<file path="src/core/nvsc_pkg.sv">
// shared constants and types for the nonvolatile sram sequence controller
package nvsc_pkg;

  localparam int          ADDR_W     = 15;
  localparam int          DATA_W     = 8;
  localparam int          SEQ_LEN    = 6;
  // match uses address bits 14..2 only
  localparam int          MATCH_LSB  = 2;

  localparam logic [14:0] SEQ_A0     = 15'h0E38;
  localparam logic [14:0] SEQ_A1     = 15'h31C7;
  localparam logic [14:0] SEQ_A2     = 15'h03E0;
  localparam logic [14:0] SEQ_A3     = 15'h3C1F;
  localparam logic [14:0] SEQ_A4     = 15'h303F;
  localparam logic [14:0] SEQ_SAVE   = 15'h0FC0;
  localparam logic [14:0] SEQ_REST   = 15'h0C63;
  localparam logic [14:0] SEQ_PLS_OFF = 15'h0B45;
  localparam logic [14:0] SEQ_PLS_ON = 15'h0B46;

  localparam int          CLK_MHZ    = 25;
  // access phase lengths in ns
  localparam int          T_SETUP_NS = 40;
  localparam int          T_STROBE_NS = 80;
  localparam int          T_GAP_NS   = 40;
  localparam int          SETUP_CYC  = (T_SETUP_NS * CLK_MHZ + 999) / 1000;
  localparam int          STROBE_CYC = (T_STROBE_NS * CLK_MHZ + 999) / 1000;
  localparam int          GAP_CYC    = (T_GAP_NS * CLK_MHZ + 999) / 1000;
  // time after busy release before access, ns
  localparam int          T_RELEASE_NS = 20;
  localparam int          RELEASE_CYC = (T_RELEASE_NS * CLK_MHZ + 999) / 1000;

  typedef enum logic [2:0] {
    NVSC_CMD_READ     = 3'h0,
    NVSC_CMD_WRITE    = 3'h1,
    NVSC_CMD_SAVE     = 3'h2,
    NVSC_CMD_RESTORE  = 3'h3,
    NVSC_CMD_PLS_OFF  = 3'h4,
    NVSC_CMD_PLS_ON   = 3'h5
  } nvsc_cmd_e;

  typedef struct packed {
    nvsc_cmd_e         cmd;
    logic [14:0]       addr;
    logic [7:0]        wdata;
  } nvsc_req_s;

  typedef struct packed {
    logic              ce_n;
    logic              oe_n;
    logic              we_n;
    logic [14:0]       addr;
  } nvsc_bus_s;

endpackage

</file>
<file path="src/core/nvsc_host.sv">
// host side controller issuing sram accesses and nonvolatile command sequences
`timescale 1ns/1ps
//
// Contract
// [RULE_01] device latches restore at power-up/low supply
// [RULE_02] power-up restore holds busy low
// [RULE_03] save: six reads at fixed addresses
// [RULE_04] intervening access aborts the sequence
// [RULE_05] save erases then programs nonvolatile cells
// [RULE_06] save: busy low until cycle done
// [RULE_07] host keeps write strobe high
// [RULE_08] restore: five common, sixth 0x0C63
// [RULE_09] restore clears then copies to ram
// [RULE_10] ram usable after restore time
// [RULE_11] only address bits 14..2 match; the device model compares the full address for the two setting codes
// [RULE_12] sixth read 0x0B45 disables power-loss save
// [RULE_13] sixth read 0x0B46 enables power-loss save
// [RULE_14] host follows setting change with save; controller only raises pls_change_pending, issues no save
// [RULE_15] delivered with power-loss save enabled
// [RULE_16] low supply blocks saves and writes
// [RULE_17] write suppressed until busy release time
// [RULE_18] low io supply disables ios
// [RULE_19] sixth save/restore read leaves data hi-z
// [RULE_20] auto saves skipped without prior write
// [RULE_21] busy low for whole save
// [RULE_22] ram inhibited during save or restore
// [RULE_23] first five reads return ram data
// [RULE_24] bad address restarts sequence detection
module nvsc_host #(
  parameter int SEQ_GAP = nvsc_pkg::GAP_CYC
) (
  input  wire logic                clk,
  input  wire logic                arst_n,
  input  wire logic                req_valid,
  input  wire nvsc_pkg::nvsc_req_s req,
  output logic                     req_ready,
  output logic                     rsp_valid,
  output logic [7:0]               rsp_rdata,
  output logic                     pls_change_pending,
  output logic                     ce_n,
  output logic                     oe_n,
  output logic                     we_n,
  output logic [14:0]              addr,
  output logic [7:0]               dq_out,
  output logic                     dq_oe,
  input  wire logic [7:0]          dq_in,
  input  wire logic                store_busy_n_in
);

  // the gap counter is four bits wide
  if (SEQ_GAP < 1 || SEQ_GAP > 15) begin : g_gap_check
    $error("SEQ_GAP must be 1 to 15 cycles");
  end

  ////////////////////////////////////////////////////////////////////////////
  // pin synchronisers

  logic       busy_s1;
  logic       busy_s2;
  logic [7:0] dq_s1;
  logic [7:0] dq_s2;

  always_ff @(posedge clk or negedge arst_n) begin
    if (!arst_n) begin
      busy_s1 <= 1'b0;
      busy_s2 <= 1'b0;
      dq_s1   <= 8'h00;
      dq_s2   <= 8'h00;
    end else begin
      busy_s1 <= store_busy_n_in;
      busy_s2 <= busy_s1;
      dq_s1   <= dq_in;
      dq_s2   <= dq_s1;
    end
  end

  ////////////////////////////////////////////////////////////////////////////
  // access sequencer

  typedef enum logic [2:0] {
    NVSC_IDLE   = 3'b000,
    NVSC_WAIT   = 3'b001,
    NVSC_SETUP  = 3'b011,
    NVSC_STROBE = 3'b010,
    NVSC_GAP    = 3'b110,
    NVSC_DONE   = 3'b111
  } nvsc_state_e;

  nvsc_state_e         state;
  nvsc_state_e         next_state;
  nvsc_pkg::nvsc_req_s cur;
  nvsc_pkg::nvsc_req_s next_cur;
  logic [2:0]          step;
  logic [2:0]          next_step;
  logic [3:0]          cnt;
  logic [3:0]          next_cnt;
  logic [7:0]          rdata;
  logic [7:0]          next_rdata;
  logic                next_rsp_valid;
  logic                next_req_ready;
  logic                next_pls;
  logic                next_ce_n;
  logic                next_oe_n;
  logic                next_we_n;
  logic [14:0]         next_addr;
  logic [7:0]          next_dq_out;
  logic                next_dq_oe;
  logic                is_seq;
  logic                last_step;
  logic [14:0]         step_addr;

  // data synchroniser depth; the strobe is stretched so the sample has settled
  localparam int SYNC_CYC = 2;

  assign is_seq    = (cur.cmd != nvsc_pkg::NVSC_CMD_READ) && (cur.cmd != nvsc_pkg::NVSC_CMD_WRITE);
  assign last_step = !is_seq || (step == 3'(nvsc_pkg::SEQ_LEN - 1));

  // [RULE_03] sequence address list
  always_comb begin
    case (step)
      3'h0:    step_addr = nvsc_pkg::SEQ_A0;
      3'h1:    step_addr = nvsc_pkg::SEQ_A1;
      3'h2:    step_addr = nvsc_pkg::SEQ_A2;
      3'h3:    step_addr = nvsc_pkg::SEQ_A3;
      3'h4:    step_addr = nvsc_pkg::SEQ_A4;
      default: begin
        // [RULE_08] sixth read selects command
        case (cur.cmd)
          nvsc_pkg::NVSC_CMD_SAVE:    step_addr = nvsc_pkg::SEQ_SAVE;
          nvsc_pkg::NVSC_CMD_RESTORE: step_addr = nvsc_pkg::SEQ_REST;
          // [RULE_12] disable code
          nvsc_pkg::NVSC_CMD_PLS_OFF: step_addr = nvsc_pkg::SEQ_PLS_OFF;
          // [RULE_13] enable code
          default:                    step_addr = nvsc_pkg::SEQ_PLS_ON;
        endcase
      end
    endcase
  end

  always_comb begin
    next_state     = state;
    next_cur       = cur;
    next_step      = step;
    next_cnt       = cnt;
    next_rdata     = rdata;
    next_rsp_valid = 1'b0;
    next_req_ready = 1'b0;
    next_pls       = pls_change_pending;
    next_ce_n      = 1'b1;
    next_oe_n      = 1'b1;
    next_we_n      = 1'b1;
    next_addr      = addr;
    next_dq_out    = dq_out;
    next_dq_oe     = 1'b0;
    case (state)
      NVSC_IDLE: begin
        next_req_ready = 1'b1;
        if (req_valid && req_ready) begin
          next_cur       = req;
          next_step      = 3'h0;
          next_req_ready = 1'b0;
          next_state     = NVSC_WAIT;
        end
      end
      // [RULE_22] never access while busy
      NVSC_WAIT: begin
        if (!busy_s2) begin
          next_cnt = 4'(nvsc_pkg::RELEASE_CYC);
        end else if (cnt != 4'h0) begin
          next_cnt = cnt - 4'h1;
        end else begin
          next_cnt   = 4'(nvsc_pkg::SETUP_CYC);
          next_state = NVSC_SETUP;
        end
      end
      NVSC_SETUP: begin
        next_ce_n   = 1'b0;
        next_addr   = is_seq ? step_addr : cur.addr;
        next_dq_out = cur.wdata;
        if (cnt <= 4'h1) begin
          next_cnt   = 4'(nvsc_pkg::STROBE_CYC + SYNC_CYC);
          next_state = NVSC_STROBE;
        end else begin
          next_cnt = cnt - 4'h1;
        end
      end
      NVSC_STROBE: begin
        next_ce_n = 1'b0;
        // [RULE_07] we high during sequences
        if (cur.cmd == nvsc_pkg::NVSC_CMD_WRITE) begin
          next_we_n  = 1'b0;
          next_dq_oe = 1'b1;
        end else begin
          next_oe_n = 1'b0;
        end
        if (cnt <= 4'h1) begin
          // sample registered three edges after the gate fell, past the synchroniser
          next_rdata = dq_s2;
          next_cnt   = 4'(SEQ_GAP);
          next_we_n  = 1'b1;
          next_oe_n  = 1'b1;
          // write data stays driven one more cycle so the strobe edge has hold time
          next_state = NVSC_GAP;
        end else begin
          next_cnt = cnt - 4'h1;
        end
      end
      // [RULE_04] reads back to back, nothing intervenes
      NVSC_GAP: begin
        if (cnt <= 4'h1) begin
          if (last_step) begin
            next_state = NVSC_DONE;
          end else begin
            next_step  = step + 3'h1;
            next_cnt   = 4'(nvsc_pkg::SETUP_CYC);
            next_state = NVSC_SETUP;
          end
        end else begin
          next_cnt = cnt - 4'h1;
        end
      end
      NVSC_DONE: begin
        next_rsp_valid = 1'b1;
        // [RULE_14] flag setting change until saved
        if (cur.cmd == nvsc_pkg::NVSC_CMD_PLS_OFF || cur.cmd == nvsc_pkg::NVSC_CMD_PLS_ON) begin
          next_pls = 1'b1;
        end else if (cur.cmd == nvsc_pkg::NVSC_CMD_SAVE) begin
          next_pls = 1'b0;
        end
        next_cnt       = 4'(nvsc_pkg::RELEASE_CYC);
        next_req_ready = 1'b1;
        next_state     = NVSC_IDLE;
      end
      default: next_state = NVSC_IDLE;
    endcase
  end

  always_ff @(posedge clk or negedge arst_n) begin
    if (!arst_n) begin
      state              <= NVSC_IDLE;
      cur                <= '0;
      step               <= 3'h0;
      cnt                <= 4'h0;
      rdata              <= 8'h00;
      rsp_valid          <= 1'b0;
      req_ready          <= 1'b0;
      pls_change_pending <= 1'b0;
      ce_n               <= 1'b1;
      oe_n               <= 1'b1;
      we_n               <= 1'b1;
      addr               <= 15'h0000;
      dq_out             <= 8'h00;
      dq_oe              <= 1'b0;
    end else begin
      state              <= next_state;
      cur                <= next_cur;
      step               <= next_step;
      cnt                <= next_cnt;
      rdata              <= next_rdata;
      rsp_valid          <= next_rsp_valid;
      req_ready          <= next_req_ready;
      pls_change_pending <= next_pls;
      ce_n               <= next_ce_n;
      oe_n               <= next_oe_n;
      we_n               <= next_we_n;
      addr               <= next_addr;
      dq_out             <= next_dq_out;
      dq_oe              <= next_dq_oe;
    end
  end

  assign rsp_rdata = rdata;

endmodule

</file>
<file path="config.mk">
export PLATFORM = sky130hd
export DESIGN_NAME = nvsc_host
export DESIGN_NICKNAME = d
export VERILOG_FILES = /design/src/core/nvsc_pkg.sv /design/src/core/nvsc_host.sv
export SDC_FILE = /design/constraint.sdc
export NUM_CORES = 1
export LEC_CHECK = 0
export ABC_CLOCK_PERIOD_IN_PS = 2000
export BUFFER_PORTS_ARGS = -buffer_cell sky130_fd_sc_hd__buf_2
export CAP_MARGIN = 20
export CORE_MARGIN = 1.5
export CORE_UTILIZATION = 49
export CTS_CLUSTER_SIZE = 30
export DETAILED_ROUTE_END_ITERATION = 10
export GPL_ROUTABILITY_DRIVEN = 1
export PLACE_DENSITY_LB_ADDON = 0.25
export SETUP_SLACK_MARGIN = 0.02
export SYNTH_ARGS = -nofsm -noshare
export SYNTH_HDL_FRONTEND = slang
export SYNTH_SLANG_ARGS = --single-unit
export TNS_END_PERCENT = 30
</file>
<file path="constraint.sdc">
create_clock -name clk -period 2 [get_ports clk]
set_clock_uncertainty 0.2 [all_clocks]
set_input_delay 0.5 -clock clk [delete_from_list [all_inputs] [get_ports clk]]
set_output_delay 0.5 -clock clk [all_outputs]
set_load 0.01 [all_outputs]
</file>
==> Yosys cells after proc, flatten, opt, wreduce, memory -nomap -nowiden <==
Index checks and enable logic that the tools add are counted.
{ "word_totals": {"in_bits": 38, "out_inout_bits": 38, "reg_bits": 92, "wordCells": 101} }
{ "classes": {"eq_ne": 24, "magnitude_cmp": 1, "n_addsub": 2, "reduce_logical": 19, "n_mux": 35} }
{ "op_table": {"columns": ["op", "n"], "rows": [
  ["$pmux 14 s5", 1],
  ["$pmux 11 s3", 1],
  ["$mux 3", 10],
  ["$mux 4", 6],
  ["$pmux 4 s5", 1],
  ["$eq 3x2->1 const B", 6],
  ["$eq 3x3->1 const B", 6],
  ["$mux 15", 1],
  ["$pmux 3 s5", 1],
  ["$ne 2x2->1 const B", 7],
  ["$mux 1", 12],
  ["$eq 3x1->1 const B", 3],
  ["$reduce_and 2->1", 4],
  ["$logic_not 3->1", 2],
  ["$pmux 3 s2", 1],
  ["$reduce_and 6->1", 1],
  ["$reduce_bool 5->1", 1],
  ["$le 4x1->1 const B", 1],
  ["$reduce_and 4->1", 1],
  ["$reduce_bool 2->1", 2],
  ["$reduce_bool 4->1", 1],
  ["$sub 4x1->4 const B", 1],
  ["$add 3x1->3 const B", 1],
  ["$ne 3x1->1 const B", 1],
  ["7 further kinds", 9]
]} }

==> Logic depth before layout (Yosys ltp) <==
{ "logic_depth": {"depth_word": 7, "mapped_depth": 7, "ltp_nobuf": 7} }

==> Least setup slack after synthesis <==
No wires, ideal clock.
{ "synth_timing": {"kind": "register to register", "from": "register state[1]", "to": "register cur[10] (netlist bit)", "t_arrival_ps": 1583, "setup_ps": 125, "stages_incl_launch_ff": 6, "required_ps": 1675, "synth_period_minus_slack_ps": 1908, "path_slack_ps": 92, "path_buffers": 3, "path_cell_list": "dfrtp_1 -> buf_6 -> or4_4 -> buf_6 -> buf_6 -> mux2_4"} }
{ "synth_between": {"elab_chain_len": 2} }
{ "synth_lines": {"columns": ["item", "line_no", "rtl"], "rows": [
  ["start: declaration", "nvsc_host.sv:89", "nvsc_state_e state;"],
  ["start signal: assignment", "nvsc_host.sv:255", "state <= next_state;"],
  ["$logic_not 3->1", "nvsc_host.sv:155", "case (state)"],
  ["$reduce_and 2->1 (no source line)", null, null],
  ["end signal: assignment", "nvsc_host.sv:256", "cur <= next_cur;"],
  ["end: declaration", "nvsc_host.sv:91", "nvsc_pkg::nvsc_req_s cur;"]
]} }
Every way passes these cells.
A chain may end at the register's enable or synchronous reset.

==> Worst setup path in the final report <==
{ "layout_timing": {"from": "register step[0]", "to": "register cnt[1]"} }
{ "layout_between": {"elab_chain_len": 4} }
{ "layout_lines": {"columns": ["item", "line_no", "rtl"], "rows": [
  ["start: declaration", "nvsc_host.sv:93", "logic [2:0] step;"],
  ["start signal: assignment", "nvsc_host.sv:257", "step <= next_step;"],
  ["$eq 3x3->1", "nvsc_host.sv:116", "assign last_step = !is_seq || (step == 3'(nvsc_pkg::SEQ_LEN - 1));"],
  ["$logic_or 1x1->1", "nvsc_host.sv:116", null],
  ["$ne 3x3->1 (no source line)", null, null],
  ["$reduce_and 2->1 (no source line)", null, null],
  ["end signal: assignment", "nvsc_host.sv:258", "cnt <= next_cnt;"],
  ["end: declaration", "nvsc_host.sv:95", "logic [3:0] cnt;"]
]} }
Every way passes these cells.

==> results.yml <==
global_routing:
  grt_max_degree: 31
  track_usage_pct: 18.9
  grt_pass1_vias: 2619
  grt_pass1_wl_microns: 12500
  antenna_found_initial: 0
  overflow: 0
setup_path:
  worstReg2RegStart: "step[0]$_DFFE_PN0P_"
  rrSetupSlack_ns: 0.02
  slowest_stage: "dfrtp_2"
  critPathTopFamily: "compound AO/OA/AOI/OAI gates"
  cp-start-kind: "flip-flop"
  critPathMaxFanout: 6
  crit_path_end_kind: "flip-flop"
  cp_data_arrival_time_ns: 2.02
  crit_type: "flip-flop to flip-flop"
  slowest_delay_ns: 0.43
  ff2ff_path_depth: 6
  crit_required_ns: 2.04
  critPathBufInv: 1
  crit-reg2reg-capture: "cnt[1]$_DFFE_PN0P_"
  path_cells: "buf_12, ha_4, o2bb2ai_4, nand2_2, o31a_1, mux2_4"
logic_synthesis:
  netlist_area_sq_mm: 0.00390
  async_reset_ff_share_pct: 100
  synth_cell_types: 46
  synth_ff_type: "dfrtp_1"
  synth_warnings: 0
  avgSynthCellArea_sq_um: 12.4
  synth_nets: 359
  synth_edf_count: 0
  synth_seq_cells: 92
  syn_inst: 313
  yosysSeqAreaShare_pct: 59.2
clock_network:
  cts_buffers: 9
  cts.clk_slew.worst_paths_ns: 0.09
  cts_tree: "done"
  clk_latency_ns: 0.35
  ctsLongestPathBuffers: 2
  cts_sinks: 92
  cts_max_level: 3
  cts_root_buf: "clkbuf_8"
outcome:
  status: "finished, final reports clean"
timing:
  timing.fmax_ghz: 0.504
  finalSetupViolCount: 0
  period_minus_slack_ns: 1.98
  relSlewSlack_pct: 75.3
  finalSetupTns_ns: 0
  worst_pin_slew_ns: 0.367
  worst_slack_ns: 0.0175
  post-route-period-util_pct: 99.1
  rsz0062_at_grt: "yes"
  hold_ws_ns: 0.0450
  final-max-slew-violation-count: 0
  hold_violations: 0
route:
  route.vias.total: 2715
  drt_iter0_drc: 173
  routedWlPerCell_microns: 14.9
  wl_microns: 7710
  viasPerCell: 5.25
  ant_nets: 0
  first_pass_iters: 4
  drc: 0
die:
  dieArea_sq_mm: 0.00850
  initial_core_util_pct: 50.4
  std_cell_rows: 32
  die_w_microns: 92.2
  die-height_microns: 92.2
  core_sq_mm: 0.00773
  ioPinCount: 76
final_layout:
  layout-drive-gt1-share_pct: 45.5
  final_cell_mix: "dfrtp_1 (86), buf_2 (74), buf_4 (23)"
  areaGrowthSynthToFinish_pct: 26.3
  final_nets: 456
  final_common_cell: "dfrtp_1"
  instances_no_fill: 517
  n_antenna_cell: 0
min_path:
  worstHoldPathCells: 1
  hp-start: "dq_in[6]"
  hold_path_end: "dq_s1[6]$_DFF_PN0_"
  hold_class: "primary input to flip-flop"
power:
  power_density_mw_per_mm2: 1640
  ir_worst_vdd_mv: 0.772
  seqPwrFrac_pct: 38.0
  switching_share_pct: 36.0
  switching_power_mw: 2.91
  comb_power_share_pct: 45.0
  pwr-share-clk_pct: 16.9
  p_leak_nw: 2.39
  power.internal_mw: 5.16
  finalPower_mw: 8.07
placed_design:
  numPlacedInstances: 496
  place_congestion: 0.808
  pre_cts_slack_ns: -0.00809
  dp_hpwl_microns: 5430
  portBuffers: 75
run:
  maxCapViolations: 0
[flip-flops by register name, indices dropped and copies added, names as in the netlist]
signal and cells:
step 3, busy_s1 1, we_n 1, dq_out 8, req_ready 1, rsp_valid 1
dq_s2 8, busy_s2 1, addr 15, pls_change_pending 1, oe_n 1, dq_s1 8
cur 26, rsp_rdata 8, cnt 4, ce_n 1, dq_oe 1, state 3
[routing by layer]
metal  GRT usage [%]  part of all wire [%]  vias to the layer above
li1                -                     -                     1299
met1            26.1                    44                     1331
met2            29.6                    50                       77
met3            4.89                   4.8                        8
met4            5.51                   1.1                        0
met5               0                     0                        -
[worst max-delay path by stage]
stage	to	slack [ns]	depth (start not counted)	from
6_report	cnt[1]$_DFFE_PN0P_	0.02	6	step[0]$_DFFE_PN0P_
4_1_cts	addr[1]$_DFFE_PN0P_	0.02	6	step[0]$_DFFE_PN0P_
5_1_grt	cnt[1]$_DFFE_PN0P_	-0.02	6	step[0]$_DFFE_PN0P_
2_1_floorplan	cur[10]$_DFFE_PN0P_	0.09	5	state[1]$_DFFE_PN0P_
3_5_place_dp	cnt[1]$_DFFE_PN0P_	-0.008	5	cnt[0]$_DFFE_PN0P_
3_3_place_gp	cnt[1]$_DFFE_PN0P_	0.07	5	cnt[0]$_DFFE_PN0P_
[kinds of logic after synthesis]
family	synth area share, %
DFF	59.2
AOI/OAI and AO/OA	12.2
and+or+nand+nor	7.68
muxes	14.6
buffers and inverters	3.50
adders and majority gates	2.57
xor gates and xnor gates	0.225
[power groups by stage]
stage / sequential (mW) / clock, mW / combinational, mW
2_1_floorplan: 3.09 / 0 / 2.15
3_3_place_gp: 3.03 / 0 / 3.27
3_5_place_dp: 3.05 / 0 / 3.35
4_1_cts: 3.04 / 1.40 / 3.36
5_1_grt: 3.17 / 1.48 / 4.00
6_report: 3.07 / 1.37 / 3.64
[per-stage QoR]
stage / util, % / cell area (sq um)
2_1_floorplan: - / 3900
3_3_place_gp: 58.8 / 4540
3_5_place_dp: 58.8 / 4540
4_1_cts: 61.9 / 4790
5_1_grt: 63.7 / 4920
6_report: 63.7 / 4920
[cells in the mapped netlist, types with 2 or more instances]
library cell | number | area share (%)
a21o_1 | 3 | 0.58
a21oi_1 | 20 | 2.6
a22o_1 | 2 | 0.45
a311oi_1 | 2 | 0.45
a31oi_1 | 2 | 0.32
a41oi_1 | 2 | 0.45
buf_2 | 4 | 0.51
buf_6 | 4 | 1.2
clkbuf_1 | 10 | 0.96
dfrtp_1 | 89 | 57
dfstp_2 | 3 | 2.0
ha_1 | 8 | 2.6
inv_1 | 9 | 0.87
mux2_2 | 23 | 6.6
mux2_4 | 20 | 7.7
nand2_1 | 22 | 2.1
nand2b_1 | 3 | 0.48
nand3_1 | 4 | 0.51
nor2_1 | 20 | 1.9
nor2b_1 | 2 | 0.32
nor3_1 | 5 | 0.64
o211ai_1 | 2 | 0.39
o21a_1 | 2 | 0.39
o21ai_0 | 22 | 2.8
o22ai_1 | 3 | 0.48
o31a_1 | 2 | 0.45
o31ai_1 | 6 | 1.2
[layout make-up]
cell class | instances | area, sq um
clock inverter | 7 | 100
sequential | 92 | 2310
inverter | 9 | 33.8
multi-input combinational | 194 | 1550
fill | 627 | 2810
clock buffer | 9 | 124
tap | 102 | 128
timing repair buffer | 104 | 673
[what timing repair did]
| item | CTS | global route |
|---|---|---|
| hold buffers | 1 | 0 |
| endpoints found under the hold margin | 20 | 0 |
| pin swaps | 2 | 8 |
| resized for setup | 3 | 25 |
| endpoints found under the setup margin | 10 | 24 |
| buffers inserted | 0 | 4 |
Power figures use the tool's default switching activity.
